===== config.mk =====
export PLATFORM = sky130hd
export DESIGN_NAME = ptp_ctrl
export DESIGN_NICKNAME = d
export VERILOG_FILES = /design/src/ptp_pkg.sv /design/src/ptp_cycle_timer.sv /design/src/ptp_regs.sv /design/src/ptp_ctrl.sv
export SDC_FILE = /design/constraint.sdc
export NUM_CORES = 1
export LEC_CHECK = 0
export CAP_MARGIN = 15
export CORE_MARGIN = 5
export CORE_UTILIZATION = 65
export CTS_BUF_LIST = sky130_fd_sc_hd__clkbuf_16
export DETAILED_ROUTE_END_ITERATION = 16
export DONT_BUFFER_PORTS = 1
export GPL_TIMING_DRIVEN = 0
export PLACE_DENSITY_LB_ADDON = 0.25
export SLEW_MARGIN = 10
export SYNTH_ARGS = -nofsm -noshare
export SYNTH_HDL_FRONTEND = slang
export SYNTH_SLANG_ARGS = --single-unit

===== constraint.sdc =====
create_clock -name sys_clk -period 6.25 [get_ports sys_clk]
set_clock_uncertainty 0.15 [all_clocks]
set_input_delay 0.3125 -clock sys_clk [delete_from_list [all_inputs] [get_ports sys_clk]]
set_output_delay 0.3125 -clock sys_clk [all_outputs]
set_load 0.01 [all_outputs]

===== src/ptp_pkg.sv =====
// shared constants for the paper tape punch and reader controller
package ptp_pkg;

  ////////////////////////////////////////////////////////////////////////////////
  // io transfer instruction layout
  localparam int unsigned INSTR_W      = 12;
  localparam int unsigned OP_MSB       = 11;
  localparam int unsigned OP_LSB       = 9;
  localparam int unsigned DEV_MSB      = 8;
  localparam int unsigned DEV_LSB      = 3;
  localparam int unsigned IOP1_BIT     = 0;
  localparam int unsigned IOP2_BIT     = 1;
  localparam int unsigned IOP3_BIT     = 2;
  localparam logic [2:0]  XFR_OPCODE   = 3'h6;
  localparam logic [5:0]  DEV_READER   = 6'h01;
  localparam logic [5:0]  DEV_PUNCH    = 6'h02;

  ////////////////////////////////////////////////////////////////////////////////
  // characters
  localparam int unsigned CHAR_W       = 8;
  localparam logic [7:0]  CHAR_RESET   = 8'h00;

  ////////////////////////////////////////////////////////////////////////////////
  // mechanism timing
  localparam int unsigned CLK_HZ          = 40_000_000;
  localparam int unsigned PUNCH_RATE_CPS  = 50;
  localparam int unsigned READER_RATE_CPS = 300;
  localparam int unsigned PUNCH_CYCLES    = (CLK_HZ + PUNCH_RATE_CPS - 1) / PUNCH_RATE_CPS;
  localparam int unsigned READER_CYCLES   = (CLK_HZ + READER_RATE_CPS - 1) / READER_RATE_CPS;
  localparam int unsigned TMR_W           = 20;

  ////////////////////////////////////////////////////////////////////////////////
  // register map
  localparam int unsigned REG_AW          = 8;
  localparam int unsigned DATA_W          = 32;
  localparam logic [7:0]  REG_STATUS      = 8'h00;
  localparam logic [7:0]  REG_CLEAR       = 8'h04;
  localparam logic [7:0]  REG_ENABLE      = 8'h08;
  localparam logic [7:0]  REG_FLAGS       = 8'h0C;
  localparam logic [7:0]  REG_PUNCH_CHAR  = 8'h10;
  localparam logic [7:0]  REG_READER_CHAR = 8'h14;
  localparam int unsigned EVT_W           = 2;
  localparam int unsigned EVT_PUNCH       = 0;
  localparam int unsigned EVT_READER      = 1;
  localparam int unsigned FLG_W           = 4;
  localparam logic [1:0]  EVT_RESET       = 2'h0;

endpackage


===== src/ptp_cycle_timer.sv =====
// down counter that marks the least time of one mechanism cycle
`timescale 1ns/1ps
module ptp_cycle_timer #(
  parameter int unsigned W    = 20,
  parameter int unsigned LOAD = 800000
) (
  input  wire logic sys_clk,
  input  wire logic rst,
  input  wire logic start,
  output logic      expired_ff
);

  logic [W-1:0] cnt_ff;
  logic [W-1:0] nxt_cnt;

  assign nxt_cnt = start ? W'(LOAD) : ((cnt_ff != '0) ? cnt_ff - W'(1) : cnt_ff);

  always_ff @(posedge sys_clk) begin
    if (rst) begin
      cnt_ff     <= '0;
      expired_ff <= 1'b1;
    end else begin
      cnt_ff     <= nxt_cnt;
      expired_ff <= (nxt_cnt == '0);
    end
  end

endmodule


===== src/ptp_regs.sv =====
// register port slave with sticky event status, clear, enable and interrupt
`timescale 1ns/1ps
module ptp_regs
  import ptp_pkg::*;
(
  input  wire logic              sys_clk,
  input  wire logic              rst,
  input  wire logic [REG_AW-1:0] reg_addr,
  input  wire logic [DATA_W-1:0] reg_wdata,
  input  wire logic              reg_wr,
  input  wire logic              reg_rd,
  input  wire logic [EVT_W-1:0]  evt_set,
  input  wire logic [FLG_W-1:0]  flags,
  input  wire logic [CHAR_W-1:0] punch_char,
  input  wire logic [CHAR_W-1:0] reader_char,
  output logic [DATA_W-1:0]      reg_rdata_ff,
  output logic                   irq_ff
);

  logic [EVT_W-1:0]  status_ff;
  logic [EVT_W-1:0]  enable_ff;
  logic [EVT_W-1:0]  nxt_status;
  logic [EVT_W-1:0]  nxt_enable;
  logic [EVT_W-1:0]  clear_mask;
  logic              wr_clear;
  logic              wr_enable;
  logic [DATA_W-1:0] rd_mux;

  ////////////////////////////////////////////////////////////////////////////////
  // decode
  assign wr_clear   = reg_wr && (reg_addr == REG_CLEAR);
  assign wr_enable  = reg_wr && (reg_addr == REG_ENABLE);
  assign clear_mask = wr_clear ? reg_wdata[EVT_W-1:0] : EVT_RESET;
  // a new event beats a clear in the same cycle
  assign nxt_status = evt_set | (status_ff & ~clear_mask);
  assign nxt_enable = wr_enable ? reg_wdata[EVT_W-1:0] : enable_ff;
  // clear register is write-only, unmapped reads return zero
  assign rd_mux =
    (reg_addr == REG_STATUS)      ? {{(DATA_W-EVT_W){1'b0}}, status_ff} :
    (reg_addr == REG_ENABLE)      ? {{(DATA_W-EVT_W){1'b0}}, enable_ff} :
    (reg_addr == REG_FLAGS)       ? {{(DATA_W-FLG_W){1'b0}}, flags} :
    (reg_addr == REG_PUNCH_CHAR)  ? {{(DATA_W-CHAR_W){1'b0}}, punch_char} :
    (reg_addr == REG_READER_CHAR) ? {{(DATA_W-CHAR_W){1'b0}}, reader_char} :
    '0;

  ////////////////////////////////////////////////////////////////////////////////
  // state
  always_ff @(posedge sys_clk) begin
    if (rst) begin
      status_ff    <= EVT_RESET;
      enable_ff    <= EVT_RESET;
      irq_ff       <= 1'b0;
      reg_rdata_ff <= '0;
    end else begin
      status_ff    <= nxt_status;
      enable_ff    <= nxt_enable;
      irq_ff       <= |(nxt_status & nxt_enable);
      reg_rdata_ff <= reg_rd ? rd_mux : '0;
    end
  end

endmodule


===== src/ptp_ctrl.sv =====
// paper tape punch and reader controller on the programmed io bus
//
// Summary of operation
// - The punch keeps an 8-bit character register loaded from accumulator bits 4-11.
// - One punch cycle lasts at least the time of one character at 50 per second.
// - The punch done flag is set when the punch finishes a character.
// - Punch skip on the first pulse raises the skip request when the punch flag is set.
// - Punch clear on the second pulse clears the punch flag and character register.
// - Load and punch on the third pulse loads the register and starts punching.
// - The combined sequence clears on pulse two, loads and punches on pulse three.
// - The reader catches each row of eight holes into an 8-bit register, at most 300 per second.
// - Clearing the reader flag starts tape motion for the next character.
// - The reader flag drives the interrupt request and skip and only io pulses clear it.
// - Reader skip on the first pulse raises the skip request when the reader flag is set.
// - Read reader char hands the register to be ORed into the accumulator and clears the flag.
// - Fetch on the third pulse clears flag and register, reads one character, sets the flag.
//
// The register addresses and the plain strobed port were decided locally.
`timescale 1ns/1ps
module ptp_ctrl
  import ptp_pkg::*;
#(
  parameter int unsigned PUNCH_CYC  = PUNCH_CYCLES,
  parameter int unsigned READER_CYC = READER_CYCLES
) (
  input  wire logic               sys_clk,
  input  wire logic               rst,
  input  wire logic [INSTR_W-1:0] io_instr,
  input  wire logic               io_pulse1,
  input  wire logic               io_pulse2,
  input  wire logic               io_pulse3,
  input  wire logic [INSTR_W-1:0] io_acc,
  output logic                    io_skip_ff,
  output logic                    io_int_req_ff,
  output logic                    io_rd_en_ff,
  output logic [CHAR_W-1:0]       io_rd_data_ff,
  output logic [CHAR_W-1:0]       punch_char_ff,
  output logic                    punch_go_ff,
  output logic                    rdr_adv_ff,
  input  wire logic               rdr_strobe,
  input  wire logic [CHAR_W-1:0]  rdr_holes,
  input  wire logic [REG_AW-1:0]  reg_addr,
  input  wire logic [DATA_W-1:0]  reg_wdata,
  input  wire logic               reg_wr,
  input  wire logic               reg_rd,
  output logic [DATA_W-1:0]       reg_rdata_ff,
  output logic                    irq_ff
);

  typedef enum logic [0:0] {PUN_IDLE, PUN_BUSY} ptp_pun_state_t;
  typedef enum logic [1:0] {RDR_IDLE, RDR_MOVE, RDR_HOLD} ptp_rdr_state_t;

  logic           op_is_xfr;
  logic [5:0]     dev_field;
  logic           sel_pun;
  logic           sel_rdr;
  logic           ev1;
  logic           ev2;
  logic           ev3;
  logic           pun_skip;
  logic           pun_clr;
  logic           pun_load;
  logic           rdr_skip;
  logic           rdr_read;
  logic           rdr_fetch;
  logic           rdr_clear;
  logic           rdr_start;
  logic           rdr_catch;
  logic           punch_done;
  logic           rdr_done;
  logic           pun_tmr_exp;
  logic           rdr_tmr_exp;
  ptp_pun_state_t pun_state_ff;
  ptp_pun_state_t nxt_pun_state;
  ptp_rdr_state_t rdr_state_ff;
  ptp_rdr_state_t nxt_rdr_state;
  logic           punch_flag_ff;
  logic           nxt_punch_flag;
  logic           reader_flag_ff;
  logic           nxt_reader_flag;
  logic [CHAR_W-1:0] nxt_punch_char;
  logic [CHAR_W-1:0] reader_char_ff;
  logic [CHAR_W-1:0] nxt_reader_char;
  logic [FLG_W-1:0]  flags;

  ////////////////////////////////////////////////////////////////////////////////
  // instruction decode
  assign op_is_xfr = (io_instr[OP_MSB:OP_LSB] == XFR_OPCODE);
  assign dev_field = io_instr[DEV_MSB:DEV_LSB];
  assign sel_pun   = op_is_xfr && (dev_field == DEV_PUNCH);
  assign sel_rdr   = op_is_xfr && (dev_field == DEV_READER);
  assign ev1       = io_pulse1 && io_instr[IOP1_BIT];
  assign ev2       = io_pulse2 && io_instr[IOP2_BIT];
  assign ev3       = io_pulse3 && io_instr[IOP3_BIT];
  assign pun_skip  = sel_pun && ev1;
  assign pun_clr   = sel_pun && ev2;
  assign pun_load  = sel_pun && ev3;
  assign rdr_skip  = sel_rdr && ev1;
  assign rdr_read  = sel_rdr && ev2;
  assign rdr_fetch = sel_rdr && ev3;

  ////////////////////////////////////////////////////////////////////////////////
  // punch side
  ptp_cycle_timer #(
    .W    (TMR_W),
    .LOAD (PUNCH_CYC)
  ) u_pun_tmr (
    .sys_clk    (sys_clk),
    .rst        (rst),
    .start      (pun_load),
    .expired_ff (pun_tmr_exp)
  );

  // a load while busy restarts the cycle with the new character
  assign punch_done = (pun_state_ff == PUN_BUSY) && pun_tmr_exp && !pun_load;

  always_comb begin
    nxt_pun_state = pun_state_ff;
    case (pun_state_ff)
      PUN_IDLE: begin
        if (pun_load) begin
          nxt_pun_state = PUN_BUSY;
        end
      end
      PUN_BUSY: begin
        if (punch_done) begin
          nxt_pun_state = PUN_IDLE;
        end
      end
      default: begin
        nxt_pun_state = PUN_IDLE;
      end
    endcase
  end

  // set beats clear so a completion is never lost
  assign nxt_punch_flag = punch_done ? 1'b1 : (pun_clr ? 1'b0 : punch_flag_ff);
  assign nxt_punch_char = pun_load ? io_acc[CHAR_W-1:0] :
                          (pun_clr ? CHAR_RESET : punch_char_ff);

  always_ff @(posedge sys_clk) begin
    if (rst) begin
      pun_state_ff  <= PUN_IDLE;
      punch_flag_ff <= 1'b0;
      punch_char_ff <= CHAR_RESET;
      punch_go_ff   <= 1'b0;
    end else begin
      pun_state_ff  <= nxt_pun_state;
      punch_flag_ff <= nxt_punch_flag;
      punch_char_ff <= nxt_punch_char;
      punch_go_ff   <= pun_load;
    end
  end

  ////////////////////////////////////////////////////////////////////////////////
  // reader side
  assign rdr_clear = rdr_read || rdr_fetch;
  // a clear during motion does not restart the tape, the row in flight is kept
  assign rdr_start = rdr_clear && (rdr_state_ff == RDR_IDLE);
  assign rdr_catch = (rdr_state_ff == RDR_MOVE) && rdr_strobe;
  assign rdr_done  = (rdr_state_ff == RDR_HOLD) && rdr_tmr_exp;

  ptp_cycle_timer #(
    .W    (TMR_W),
    .LOAD (READER_CYC)
  ) u_rdr_tmr (
    .sys_clk    (sys_clk),
    .rst        (rst),
    .start      (rdr_start),
    .expired_ff (rdr_tmr_exp)
  );

  always_comb begin
    nxt_rdr_state = rdr_state_ff;
    case (rdr_state_ff)
      RDR_IDLE: begin
        if (rdr_start) begin
          nxt_rdr_state = RDR_MOVE;
        end
      end
      RDR_MOVE: begin
        if (rdr_catch) begin
          nxt_rdr_state = RDR_HOLD;
        end
      end
      RDR_HOLD: begin
        if (rdr_done) begin
          nxt_rdr_state = RDR_IDLE;
        end
      end
      default: begin
        nxt_rdr_state = RDR_IDLE;
      end
    endcase
  end

  assign nxt_reader_flag = rdr_done ? 1'b1 : (rdr_clear ? 1'b0 : reader_flag_ff);
  // a caught row is newer than a fetch clear in the same cycle
  assign nxt_reader_char = rdr_catch ? rdr_holes :
                           (rdr_fetch ? CHAR_RESET : reader_char_ff);

  always_ff @(posedge sys_clk) begin
    if (rst) begin
      rdr_state_ff   <= RDR_IDLE;
      reader_flag_ff <= 1'b0;
      reader_char_ff <= CHAR_RESET;
      rdr_adv_ff     <= 1'b0;
    end else begin
      rdr_state_ff   <= nxt_rdr_state;
      reader_flag_ff <= nxt_reader_flag;
      reader_char_ff <= nxt_reader_char;
      rdr_adv_ff     <= (nxt_rdr_state == RDR_MOVE);
    end
  end

  ////////////////////////////////////////////////////////////////////////////////
  // processor bus answers
  always_ff @(posedge sys_clk) begin
    if (rst) begin
      io_skip_ff    <= 1'b0;
      io_int_req_ff <= 1'b0;
      io_rd_en_ff   <= 1'b0;
      io_rd_data_ff <= CHAR_RESET;
    end else begin
      io_skip_ff    <= (pun_skip && punch_flag_ff) || (rdr_skip && reader_flag_ff);
      io_int_req_ff <= nxt_punch_flag || nxt_reader_flag;
      io_rd_en_ff   <= rdr_read;
      io_rd_data_ff <= rdr_read ? reader_char_ff : CHAR_RESET;
    end
  end

  ////////////////////////////////////////////////////////////////////////////////
  // software registers and interrupt
  assign flags = {(rdr_state_ff != RDR_IDLE), (pun_state_ff != PUN_IDLE),
                  reader_flag_ff, punch_flag_ff};

  ptp_regs u_regs (
    .sys_clk      (sys_clk),
    .rst          (rst),
    .reg_addr     (reg_addr),
    .reg_wdata    (reg_wdata),
    .reg_wr       (reg_wr),
    .reg_rd       (reg_rd),
    .evt_set      ({rdr_done, punch_done}),
    .flags        (flags),
    .punch_char   (punch_char_ff),
    .reader_char  (reader_char_ff),
    .reg_rdata_ff (reg_rdata_ff),
    .irq_ff       (irq_ff)
  );

  ////////////////////////////////////////////////////////////////////////////////
  // checks
  logic [31:0] pun_elapsed_ff;

  // cycles since the last load, saturating so it never wraps to a false match
  always_ff @(posedge sys_clk) begin
    if (rst) begin
      pun_elapsed_ff <= '0;
    end else if (pun_load) begin
      pun_elapsed_ff <= 32'h00000001;
    end else if (pun_elapsed_ff != 32'hFFFFFFFF) begin
      pun_elapsed_ff <= pun_elapsed_ff + 32'h00000001;
    end
  end

  punch_skip_a: assert property (
    @(posedge sys_clk) disable iff (rst) (pun_skip && punch_flag_ff) |=> io_skip_ff)
    else $error("punch skip not raised");

  reader_skip_a: assert property (
    @(posedge sys_clk) disable iff (rst) (rdr_skip && reader_flag_ff) |=> io_skip_ff)
    else $error("reader skip not raised");

  foreign_skip_a: assert property (
    @(posedge sys_clk) disable iff (rst)
    !((pun_skip && punch_flag_ff) || (rdr_skip && reader_flag_ff)) |=> !io_skip_ff)
    else $error("skip raised without cause");

  punch_clear_a: assert property (
    @(posedge sys_clk) disable iff (rst)
    (pun_clr && !punch_done && !pun_load) |=> (!punch_flag_ff && punch_char_ff == CHAR_RESET))
    else $error("punch clear left flag or character");

  punch_load_a: assert property (
    @(posedge sys_clk) disable iff (rst)
    pun_load |=> (punch_go_ff && punch_char_ff == $past(io_acc[CHAR_W-1:0])))
    else $error("punch character not loaded");

  punch_go_pulse_a: assert property (
    @(posedge sys_clk) disable iff (rst) punch_go_ff |-> $past(pun_load))
    else $error("punch start without load");

  punch_time_a: assert property (
    @(posedge sys_clk) disable iff (rst)
    ($rose(punch_flag_ff) && pun_elapsed_ff != 32'h00000000) |-> (pun_elapsed_ff == PUNCH_CYC + 2))
    else $error("punch cycle length wrong");

  punch_done_a: assert property (
    @(posedge sys_clk) disable iff (rst) punch_done |=> (punch_flag_ff && pun_state_ff == PUN_IDLE))
    else $error("punch completion did not set flag");

  int_req_a: assert property (
    @(posedge sys_clk) disable iff (rst) io_int_req_ff == (punch_flag_ff || reader_flag_ff))
    else $error("interrupt request does not follow flags");

  reader_start_a: assert property (
    @(posedge sys_clk) disable iff (rst) rdr_start |=> (rdr_adv_ff && !reader_flag_ff))
    else $error("tape motion not started by flag clear");

  reader_read_a: assert property (
    @(posedge sys_clk) disable iff (rst)
    (rdr_read && !rdr_done) |=> (io_rd_en_ff && !reader_flag_ff &&
                                 io_rd_data_ff == $past(reader_char_ff)))
    else $error("reader character not handed over");

  reader_catch_a: assert property (
    @(posedge sys_clk) disable iff (rst)
    rdr_catch |=> (!rdr_adv_ff && reader_char_ff == $past(rdr_holes)))
    else $error("tape row not caught");

  reader_fetch_a: assert property (
    @(posedge sys_clk) disable iff (rst)
    (rdr_fetch && !rdr_done && !rdr_catch) |=> (!reader_flag_ff && reader_char_ff == CHAR_RESET))
    else $error("fetch did not clear reader");

  reader_done_a: assert property (
    @(posedge sys_clk) disable iff (rst) rdr_done |=> (reader_flag_ff && rdr_state_ff == RDR_IDLE))
    else $error("reader completion did not set flag");

  reader_flag_hold_a: assert property (
    @(posedge sys_clk) disable iff (rst) (reader_flag_ff && !rdr_clear) |=> reader_flag_ff)
    else $error("reader flag dropped without io pulse");

endmodule


# [Word level (Yosys, flattened, before mapping)]
# Index checks and enable logic that the tools add are counted.
[word_totals] ff_bits=113
[classes] add_sub_neg=2 n_eq_ne=11 n_mux=26 n_bitwise=7 reduce_logical=39
[op_table] cell="2-to-1 mux 20 bit" n=4
[op_table] cell="2-to-1 mux 8 bit" n=6
[op_table] cell="zero test 20 bit" n=2
[op_table] cell="nonzero test 20 bit" n=2
[op_table] cell="subtractor 20 x 1 -> 20 bit, second input constant" n=2
[op_table] cell="logical AND 1 bit" n=20
[op_table] cell="== test 8 x 4 -> 1 bit, second input constant" n=2
[op_table] cell="== test 8 x 5 -> 1 bit, second input constant" n=2
[op_table] cell="2-to-1 mux 2 bit" n=7
[op_table] cell="== test 8 x 3 -> 1 bit, second input constant" n=1
[op_table] cell="zero test 8 bit" n=1
[op_table] cell="== test 6 x 1 -> 1 bit, second input constant" n=1
[op_table] cell="== test 6 x 2 -> 1 bit, second input constant" n=1
[op_table] cell="2-to-1 mux 1 bit" n=6
[op_table] cell="case mux 2 bit (3 select lines)" n=1
[op_table] cell="nonzero test 2 bit" n=3
[op_table] cell="OR reduction 2 bit" n=3
[op_table] cell="OR reduction 6 bit" n=1
[op_table] cell="OR reduction 5 bit" n=1
[op_table] cell="bitwise AND 2 bit" n=2
[op_table] cell="== test 2 x 1 -> 1 bit, second input constant" n=2
[op_table] cell="2-to-1 mux 4 bit" n=1
[op_table] cell="OR reduction 4 bit" n=1
[op_table] cell="== test 3 bit, second input constant" n=1
[op_table] cell="other kinds (8)" n=12

# [Longest topological paths before layout]
# Gate-level depths: netlist of run 1.
[depth] word_depth=8 depth_mapped=10

# [Cells and area by module]
# Synthesis of run 1 repeated with hierarchy kept, for this count alone.
[hier_totals] hier_cells=504 hier_area_um2=4511.8
[modules_own_cells] module="ptp_ctrl" n_inst=1 cells_each=121 area_each_um2=1234.9 seq_area_each_um2=680.7
[modules_own_cells] module="ptp_cycle_timer at u_pun_tmr" n_inst=1 cells_each=146 area_each_um2=1228.7 seq_area_each_um2=420.4
[modules_own_cells] module="ptp_cycle_timer at u_rdr_tmr" n_inst=1 cells_each=147 area_each_um2=1224.9 seq_area_each_um2=420.4
[modules_own_cells] module="ptp_regs" n_inst=1 cells_each=90 area_each_um2=823.3 seq_area_each_um2=260.2

# [Worst setup path before layout of run 1]
# Ideal clock, no wire load.
[synth_timing] path_type="register -> register" from="reg u_rdr_tmr.cnt_ff[11]" to="reg u_rdr_tmr.expired_ff" setup_ns=0.116 arrival_ns=2.535 path_slack_ns=3.449 stages_incl_launch_ff=10 synth_period_minus_slack_ns=2.801 cell_sequence="dfxtp_1 -> or4_1 -> buf_2 -> or4_4 -> or3_1 -> buf_6 -> and3_1 -> a21oi_1 -> nor4b_1 -> a41o_1"
[synth_via] elab_chain_cells=4 word_cells_on_any_way=5 cone_classes="add/sub: 1; mux: 2; reduce/logical: 2"
[synth_rtl] element="start: declaration" line_no="ptp_cycle_timer.sv:13" rtl="logic [W-1:0] cnt_ff;"
[synth_rtl] element="start signal: assignment" line_no="ptp_cycle_timer.sv:23" rtl="cnt_ff <= nxt_cnt;"
[synth_rtl] element="subtractor 20 x 1 -> 20 bit / nonzero test 20 bit (equally long branches)" line_no="ptp_cycle_timer.sv:16" rtl="assign nxt_cnt = start ? W'(LOAD) : ((cnt_ff != '0) ? cnt_ff - W'(1) : cnt_ff);"
[synth_rtl] element="2-to-1 mux 20 bit (*) (2 in series)" line_no="ptp_cycle_timer.sv:16"
[synth_rtl] element="zero test 20 bit (*)" line_no="ptp_cycle_timer.sv:24" rtl="expired_ff <= (nxt_cnt == '0);"
[synth_rtl] element="end signal: assignment" line_no="ptp_cycle_timer.sv:24"
[synth_rtl] element="end: declaration" line_no="ptp_cycle_timer.sv:10" rtl="output logic expired_ff"
# Mark *: on every way between the ends. The rest lies on a longest branch, timed or not.
# A chain may end at the register's enable or synchronous reset.

# [Worst setup path after layout of run 1]
# Ends and elaborated chain as after synthesis.

==> impl_metrics.toml, run 1 <==
[synthesis]
synthCells = 489
yosys_warnings = 0
ys_seq_elements = 89
synth_cell_types = 57
ys.flop_type = "dfxtp_1"
seq_area_frac_synth = 0.4227
syn_avg_cell_area_um2 = 8.620
synthesis.area_mm2 = 0.004215
async_flop_share = 0
synth_edf_count = 0

[finish]
area_growth_syn_to_layout_pct = 14.75
layout_common_cells = "89 x dfxtp_1, 62 x nor2_1, 41 x a21oi_1"
layout_commonest_cell = "dfxtp_1"
fill_cells = 466
fin_nets = 621
drive_gt1_frac = 0.1107
postLayoutCoreUtil = 0.7662

[setup_path]
end_kind = "flip-flop"
crit_chain = "or4_1, buf_2, or4_4, nor3_2, o41a_1, nand3_1, nor4b_1, a41o_1"
required_ns = 6.37
cp.buffers_inverters = 1
slowest_delay_ns = 0.56
cp.arrival_ns = 3.22
cpMaxStageDelayCell = "or4_4"
start_kind = "flip-flop"
critPathMaxFanout = 7
cp_top_family = "simple AND/OR/NAND/NOR gates"
reg2reg_slack_ns = 3.15
worstSetupPathType = "reg2reg"

[sta]
setup_tns_ns = 0
maxSlewViolCount = 0
min_period_ns = 3.099
worst_slack_ns = 3.151
slew_headroom = 0.4400
whs_ns = 0.003385
hold_violations = 0
fin_crit_sh = 0.4959
rsz0062_at_grt = "false"
max_freq_mhz = 322.6
setup_violations = 0
worst_pin_slew_ns = 0.8331

[min_path]
min_path_type = "in2reg"

[detailed_routing]
first_pass_iters = 5
vias = 3705
ant_nets = 0
drc = 0
via_per_inst = 5.976
drtIter0Drc = 215
wl_per_cell_um = 16.86
drt_wl_total_mm = 10.46

[global_route]
antenna_found_initial = 1
grt.total_usage = 0.2581
grt_pass1_wl_mm = 17.61
grt_pass1_vias = 3584
overflow = 0
grt_max_degree = 19

[floorplanning]
die_h_um = 90.53
io_pins = 134
num_rows = 29
dieArea_mm2 = 0.008196
initial_core_util = 0.6677
coreArea_mm2 = 0.006314
die_w_um = 90.53

[status]
status = "completed"

[cts]
clkTransAtPathRegs_ns = 0.07
post_cts_resized = 0
ctsRootBufferMaster = "clkbuf_16"
cts.sinks = 89
htree_num_levels = 3
cts_max_path_buffers = 2
tritoncts = "done"
clk_latency_ns = 0.33
numCtsBuffers = 9

[placement]
place_ws_ns = 3.232
dp_hpwl_mm = 7.408
io_buffer_count = 0
gp_congestion = 0.8740

[power]
ir_worst_vdd_mv = 0.4048
p_total_w = 0.002387
p_leak_nw = 1.911
power_density_mw_per_mm2 = 493.5

[flow_run]
drv_cap = 0
[worst reg2reg max path: stages, from the launching register on]
cell	delay [ns]
dfxtp_1	0.37
or4_1	0.55
buf_2	0.18
or4_4	0.56
nor3_2	0.36
o41a_1	0.22
nand3_1	0.09
nor4b_1	0.35
a41o_1	0.21
[power breakdown]
group / internal, W / switching [W]
logic: 0.000464 / 0.000619
registers: 0.000667 / 0.000116
clock network: 0.000280 / 0.000242
[metrics by stage]
stage / cells / area (um^2)
floorplan: 512 / 4302
global placement: 589 / 4398
detailed placement: 589 / 4398
CTS: 618 / 4818
global route: 620 / 4837
finish: 620 / 4837
[metal layers]
| layer | wire length [um] | vias up | track usage | part of all wire |
|---|---|---|---|---|
| met2 | 5275 | 153 | 0.4352 | 0.50 |
| met3 | 595 | 32 | 0.04167 | 0.057 |
| met1 | 4239 | 1724 | 0.3182 | 0.41 |
| li1 | - | 1796 | - | - |
| met4 | 346 | 0 | 0.1241 | 0.033 |
| met5 | 0 | - | 0 | 0 |
[path summary, 6_finish.rpt]
| kind | from | endpoint | depth (start not counted) |
|---|---|---|---|
| max reg2reg | u_rdr_tmr.cnt_ff[11]$_SDFF_PP0_ | u_rdr_tmr.expired_ff$_SDFF_PP1_ | 8 |
| max | u_rdr_tmr.cnt_ff[11]$_SDFF_PP0_ | u_rdr_tmr.expired_ff$_SDFF_PP1_ | 8 |
| min reg2reg | reader_char_ff[6]$_SDFFE_PP0P_ | io_rd_data_ff[6]$_SDFF_PP0_ | 1 |
| min | rdr_holes[2] | reader_char_ff[2]$_SDFFE_PP0P_ | 2 |
[synthesized netlist by cell type (all sizes together) (5+ instances only)]
cell type | instances | share of area
nand2b | 15 | 0.023
clkbuf | 11 | 0.0098
xor2 | 10 | 0.021
dfxtp | 89 | 0.42
and2 | 10 | 0.015
a21oi | 42 | 0.053
a22oi | 14 | 0.025
nand2 | 35 | 0.031
or3 | 9 | 0.013
nor4 | 15 | 0.024
xnor2 | 15 | 0.031
nand3 | 11 | 0.014
nor2b | 8 | 0.012
o21ai | 5 | 0.0059
nand4 | 12 | 0.018
a22o | 10 | 0.021
inv | 6 | 0.0053
and3 | 6 | 0.0089
or4 | 7 | 0.013
nor2 | 62 | 0.055
nor3 | 15 | 0.019
buf | 29 | 0.049
[what timing repair did]
| item | 4_1_cts | 5_1_grt |
|---|---|---|
| buffers inserted | 0 | 0 |
| endpoints found under the hold margin | 13 | 1 |
| setup endpoints to repair | 0 | 0 |
| hold buffers | 13 | 1 |
[layout make-up]
class | instances | area (um^2) | area share
Antenna cell | 1 | 2.502 | 0.0005173
Buffer | 40 | 249.0 | 0.05147
Clock buffer | 9 | 225.2 | 0.04656
Clock inverter | 7 | 65.06 | 0.01345
Inverter | 6 | 22.52 | 0.004656
Multi-Input combinational cell | 377 | 2255 | 0.4661
Sequential cell | 89 | 1782 | 0.3683
Tap cell | 77 | 96.34 | 0.01992
Timing Repair Buffer | 14 | 140.1 | 0.02897
[flip-flops by register name (all words and copies together) (netlist names)]
register	count
reader_flag_ff	1
io_rd_data_ff	8
io_int_req_ff	1
u_rdr_tmr.cnt_ff	20
io_rd_en_ff	1
pun_state_ff	1
punch_go_ff	1
u_regs.status_ff	2
rdr_state_ff	2
rdr_adv_ff	1
punch_flag_ff	1
io_skip_ff	1
u_regs.irq_ff	1
punch_char_ff	8
u_pun_tmr.cnt_ff	20
u_regs.reg_rdata_ff	8
reader_char_ff	8
u_rdr_tmr.expired_ff	1
u_pun_tmr.expired_ff	1
u_regs.enable_ff	2
[kinds of logic after synthesis]
family                   count (synthesis)  share of synthesized area
AO/OA/AOI/OAI                           92                     0.1454
multiplexers                             6                    0.01514
flip-flops                              89                     0.4227
XOR/XNOR                                25                    0.05194
other                                    1                  0.0008896
buffers and inverters                   46                    0.06441
AND/OR/NAND/NOR                        226                     0.2876
adder cells (fa/ha/maj)                  4                    0.01187
Note: power is estimated with default switching activity, not from simulation.
==> run 2, diff against run 1 <==
--- a/config.mk
+++ b/config.mk
@@ -7,7 +7,7 @@
 export LEC_CHECK = 0
 export CAP_MARGIN = 15
 export CORE_MARGIN = 5
-export CORE_UTILIZATION = 65
+export CORE_UTILIZATION = 57
 export CTS_BUF_LIST = sky130_fd_sc_hd__clkbuf_16
 export DETAILED_ROUTE_END_ITERATION = 16
 export DONT_BUFFER_PORTS = 1
==> constraint.sdc (replaced) <==
create_clock -name sys_clk -period 2.7 [get_ports sys_clk]
set_clock_uncertainty 0.15 [all_clocks]
set_input_delay 0.135 -clock sys_clk [delete_from_list [all_inputs] [get_ports sys_clk]]
set_output_delay 0.135 -clock sys_clk [all_outputs]
set_load 0.01 [all_outputs]
==> impl_metrics.toml, run 2 (synthesized netlist as in run 1, its figures left out) <==
[setup_path]
crit_chain = "inv_4, ha_4, or3b_4, or4_4, or3_4, a21oi_4, o211ai_2, nor4b_2, a41o_1"
reg2reg_slack_ns = -0.21
worstSetupPathType = "reg2reg"
timing.rr.end = "u_rdr_tmr.expired_ff$_SDFF_PP1_"
end_kind = "flip-flop"
critPathMaxFanout = 5
r2r_start = "u_rdr_tmr.cnt_ff[1]$_SDFF_PP0_"
rr_worst_depth = 9
slowest_delay_ns = 0.55
cp.arrival_ns = 3.04
start_kind = "flip-flop"
cpMaxStageDelayCell = "or4_4"
required_ns = 2.83

[global_route]
grt_pass1_wl_mm = 17.44
grt_pass1_vias = 3603
overflow = 0
grt_max_degree = 19
antenna_found_initial = 0
grt.total_usage = 0.2414

[sta]
worst_pin_slew_ns = 0.8225
maxSlewViolCount = 0
hold_violations = 0
setup_violations = 1
rsz0062_at_grt = "true"
worst_slack_ns = -0.2127
slew_headroom = 0.4474
fin_crit_sh = 1.079
min_period_ns = 2.913
max_freq_mhz = 343.3

[floorplanning]
initial_core_util = 0.5843
io_pins = 134
coreArea_mm2 = 0.007214
num_rows = 31
die_h_um = 96.00
dieArea_mm2 = 0.009215
die_w_um = 96.00

[placement]
dpl_cell_area_mm2 = 0.004451
gp_congestion = 0.8829
dp_hpwl_mm = 7.298
io_buffer_count = 0

[detailed_routing]
first_pass_iters = 5
vias = 3843
via_per_inst = 5.744
wl_per_cell_um = 16.48
drt_wl_total_mm = 11.02
drtIter0Drc = 230
drc = 0
ant_nets = 0

[min_path]
min_path_type = "in2reg"
whs_path_depth = 3
min_from = "io_instr[9]"
holdPathEnd = "io_rd_en_ff$_SDFF_PP0_"

[cts]
cts.sinks = 89
clk_latency_ns = 0.34
clkTransAtPathRegs_ns = 0.07
cts_max_path_buffers = 2
ctsRootBufferMaster = "clkbuf_16"
numCtsBuffers = 9
htree_num_levels = 3
tritoncts = "done"

[finish]
fin_area_mm2 = 0.005249
fin_nets = 649
drive_gt1_frac = 0.1579
layout_commonest_cell = "dfxtp_1"
area_growth_syn_to_layout_pct = 24.52
antennaDiodeCount = 0
layout_common_cells = "83 x dfxtp_1, 62 x nor2_1, 40 x a21oi_1"
reg_top3 = "u_pun_tmr.cnt_ff: 20 flops, u_rdr_tmr.cnt_ff: 20 flops"

[power]
power_density_mw_per_mm2 = 1124
p_total_w = 0.005899
p_leak_nw = 2.067
ir_worst_vdd_mv = 0.7172

[flow_run]
drv_cap = 0

[status]
status = "finished, violations left"
violations = "setup timing"
==> run 2: cell count changes in the layout (fill, tap and decap cells not counted), moves of 3 or more <==
cell,delta
dlygate4sd3_1,+20
buf_4,+10
dfxtp_1,-6
dfxtp_2,+3
dfxtp_4,+3
or4_1,-3
or4_4,+3
==> run 2: how the worst max path moves through the flow <==
stage / endpoint / start / slack [ns]
finish: u_rdr_tmr.expired_ff$_SDFF_PP1_ / u_rdr_tmr.cnt_ff[1]$_SDFF_PP0_ / -0.21
global route: u_rdr_tmr.expired_ff$_SDFF_PP1_ / u_rdr_tmr.cnt_ff[1]$_SDFF_PP0_ / -0.30
CTS: u_rdr_tmr.expired_ff$_SDFF_PP1_ / u_rdr_tmr.cnt_ff[11]$_SDFF_PP0_ / -0.18
detailed placement: u_rdr_tmr.expired_ff$_SDFF_PP1_ / u_rdr_tmr.cnt_ff[0]$_SDFF_PP0_ / -0.33
global placement: u_rdr_tmr.expired_ff$_SDFF_PP1_ / u_rdr_tmr.cnt_ff[0]$_SDFF_PP0_ / -0.35
floorplan: u_rdr_tmr.expired_ff$_SDFF_PP1_ / u_rdr_tmr.cnt_ff[0]$_SDFF_PP0_ / -0.03
==> run 2: cell type report <==
type                    count  area (um^2)
fillers                   536         1966
clock buffers               9        225.2
flip-flops and latches     89         1797
repair buffers             44        415.4
multi-input cells         377         2351
plain buffers              38        241.5
well taps                  99        123.9
inverters                   6        27.53
clock inverters             7        67.56
==> run 2: layer usage <==
| layer | share of wire | global-route usage |
|---|---|---|
| met1 | 0.39 | 0.2862 |
| met2 | 0.52 | 0.4215 |
| met3 | 0.061 | 0.04300 |
| met4 | 0.029 | 0.1102 |
| met5 | 0 | 0 |
==> run 2: what timing repair did <==
item | in CTS | in global routing
hold buffers | 34 | 0
cloned | 0 | 0
resized for setup | 10 | 17
buffers inserted | 5 | 5
pin swaps | 5 | 7
setup endpoints to repair | 2 | 8
hold endpoints to repair | 29 | 0
==> run 2: power breakdown <==
group / switching (W) / internal (W) / total (W)
clock: 0.000571 / 0.000652 / 0.00122
combinational: 0.00154 / 0.00130 / 0.00284
sequential: 0.000280 / 0.00155 / 0.00183
total: 0.00239 / 0.00351 / 0.00590
==> run 2: metrics by stage <==
step / utilization / setup WS (ns) / hold WS, ns / setup TNS, ns / cells
floorplan: - / -0.03061 / 0.1167 / -0.03061 / 512
global placement: 0.6169 / -0.3469 / 0.1187 / -0.4015 / 611
detailed placement: 0.6169 / -0.3348 / 0.1211 / -0.4111 / 611
CTS: 0.7166 / -0.1804 / 0.002469 / -0.1804 / 666
global route: 0.7275 / -0.2995 / 0.01921 / -0.3630 / 669
finish: 0.7275 / -0.2127 / 0.0008703 / -0.2127 / 669
==> run 2: critical path: cells and delay by family (launching register included) <==
kind	cells	cell delay, ns
adder cells (fa/ha/maj)	1	0.12
AO/OA/AOI/OAI	3	0.49
buffers and inverters	1	0.06
flip-flops	1	0.35
AND/OR/NAND/NOR	4	1.68
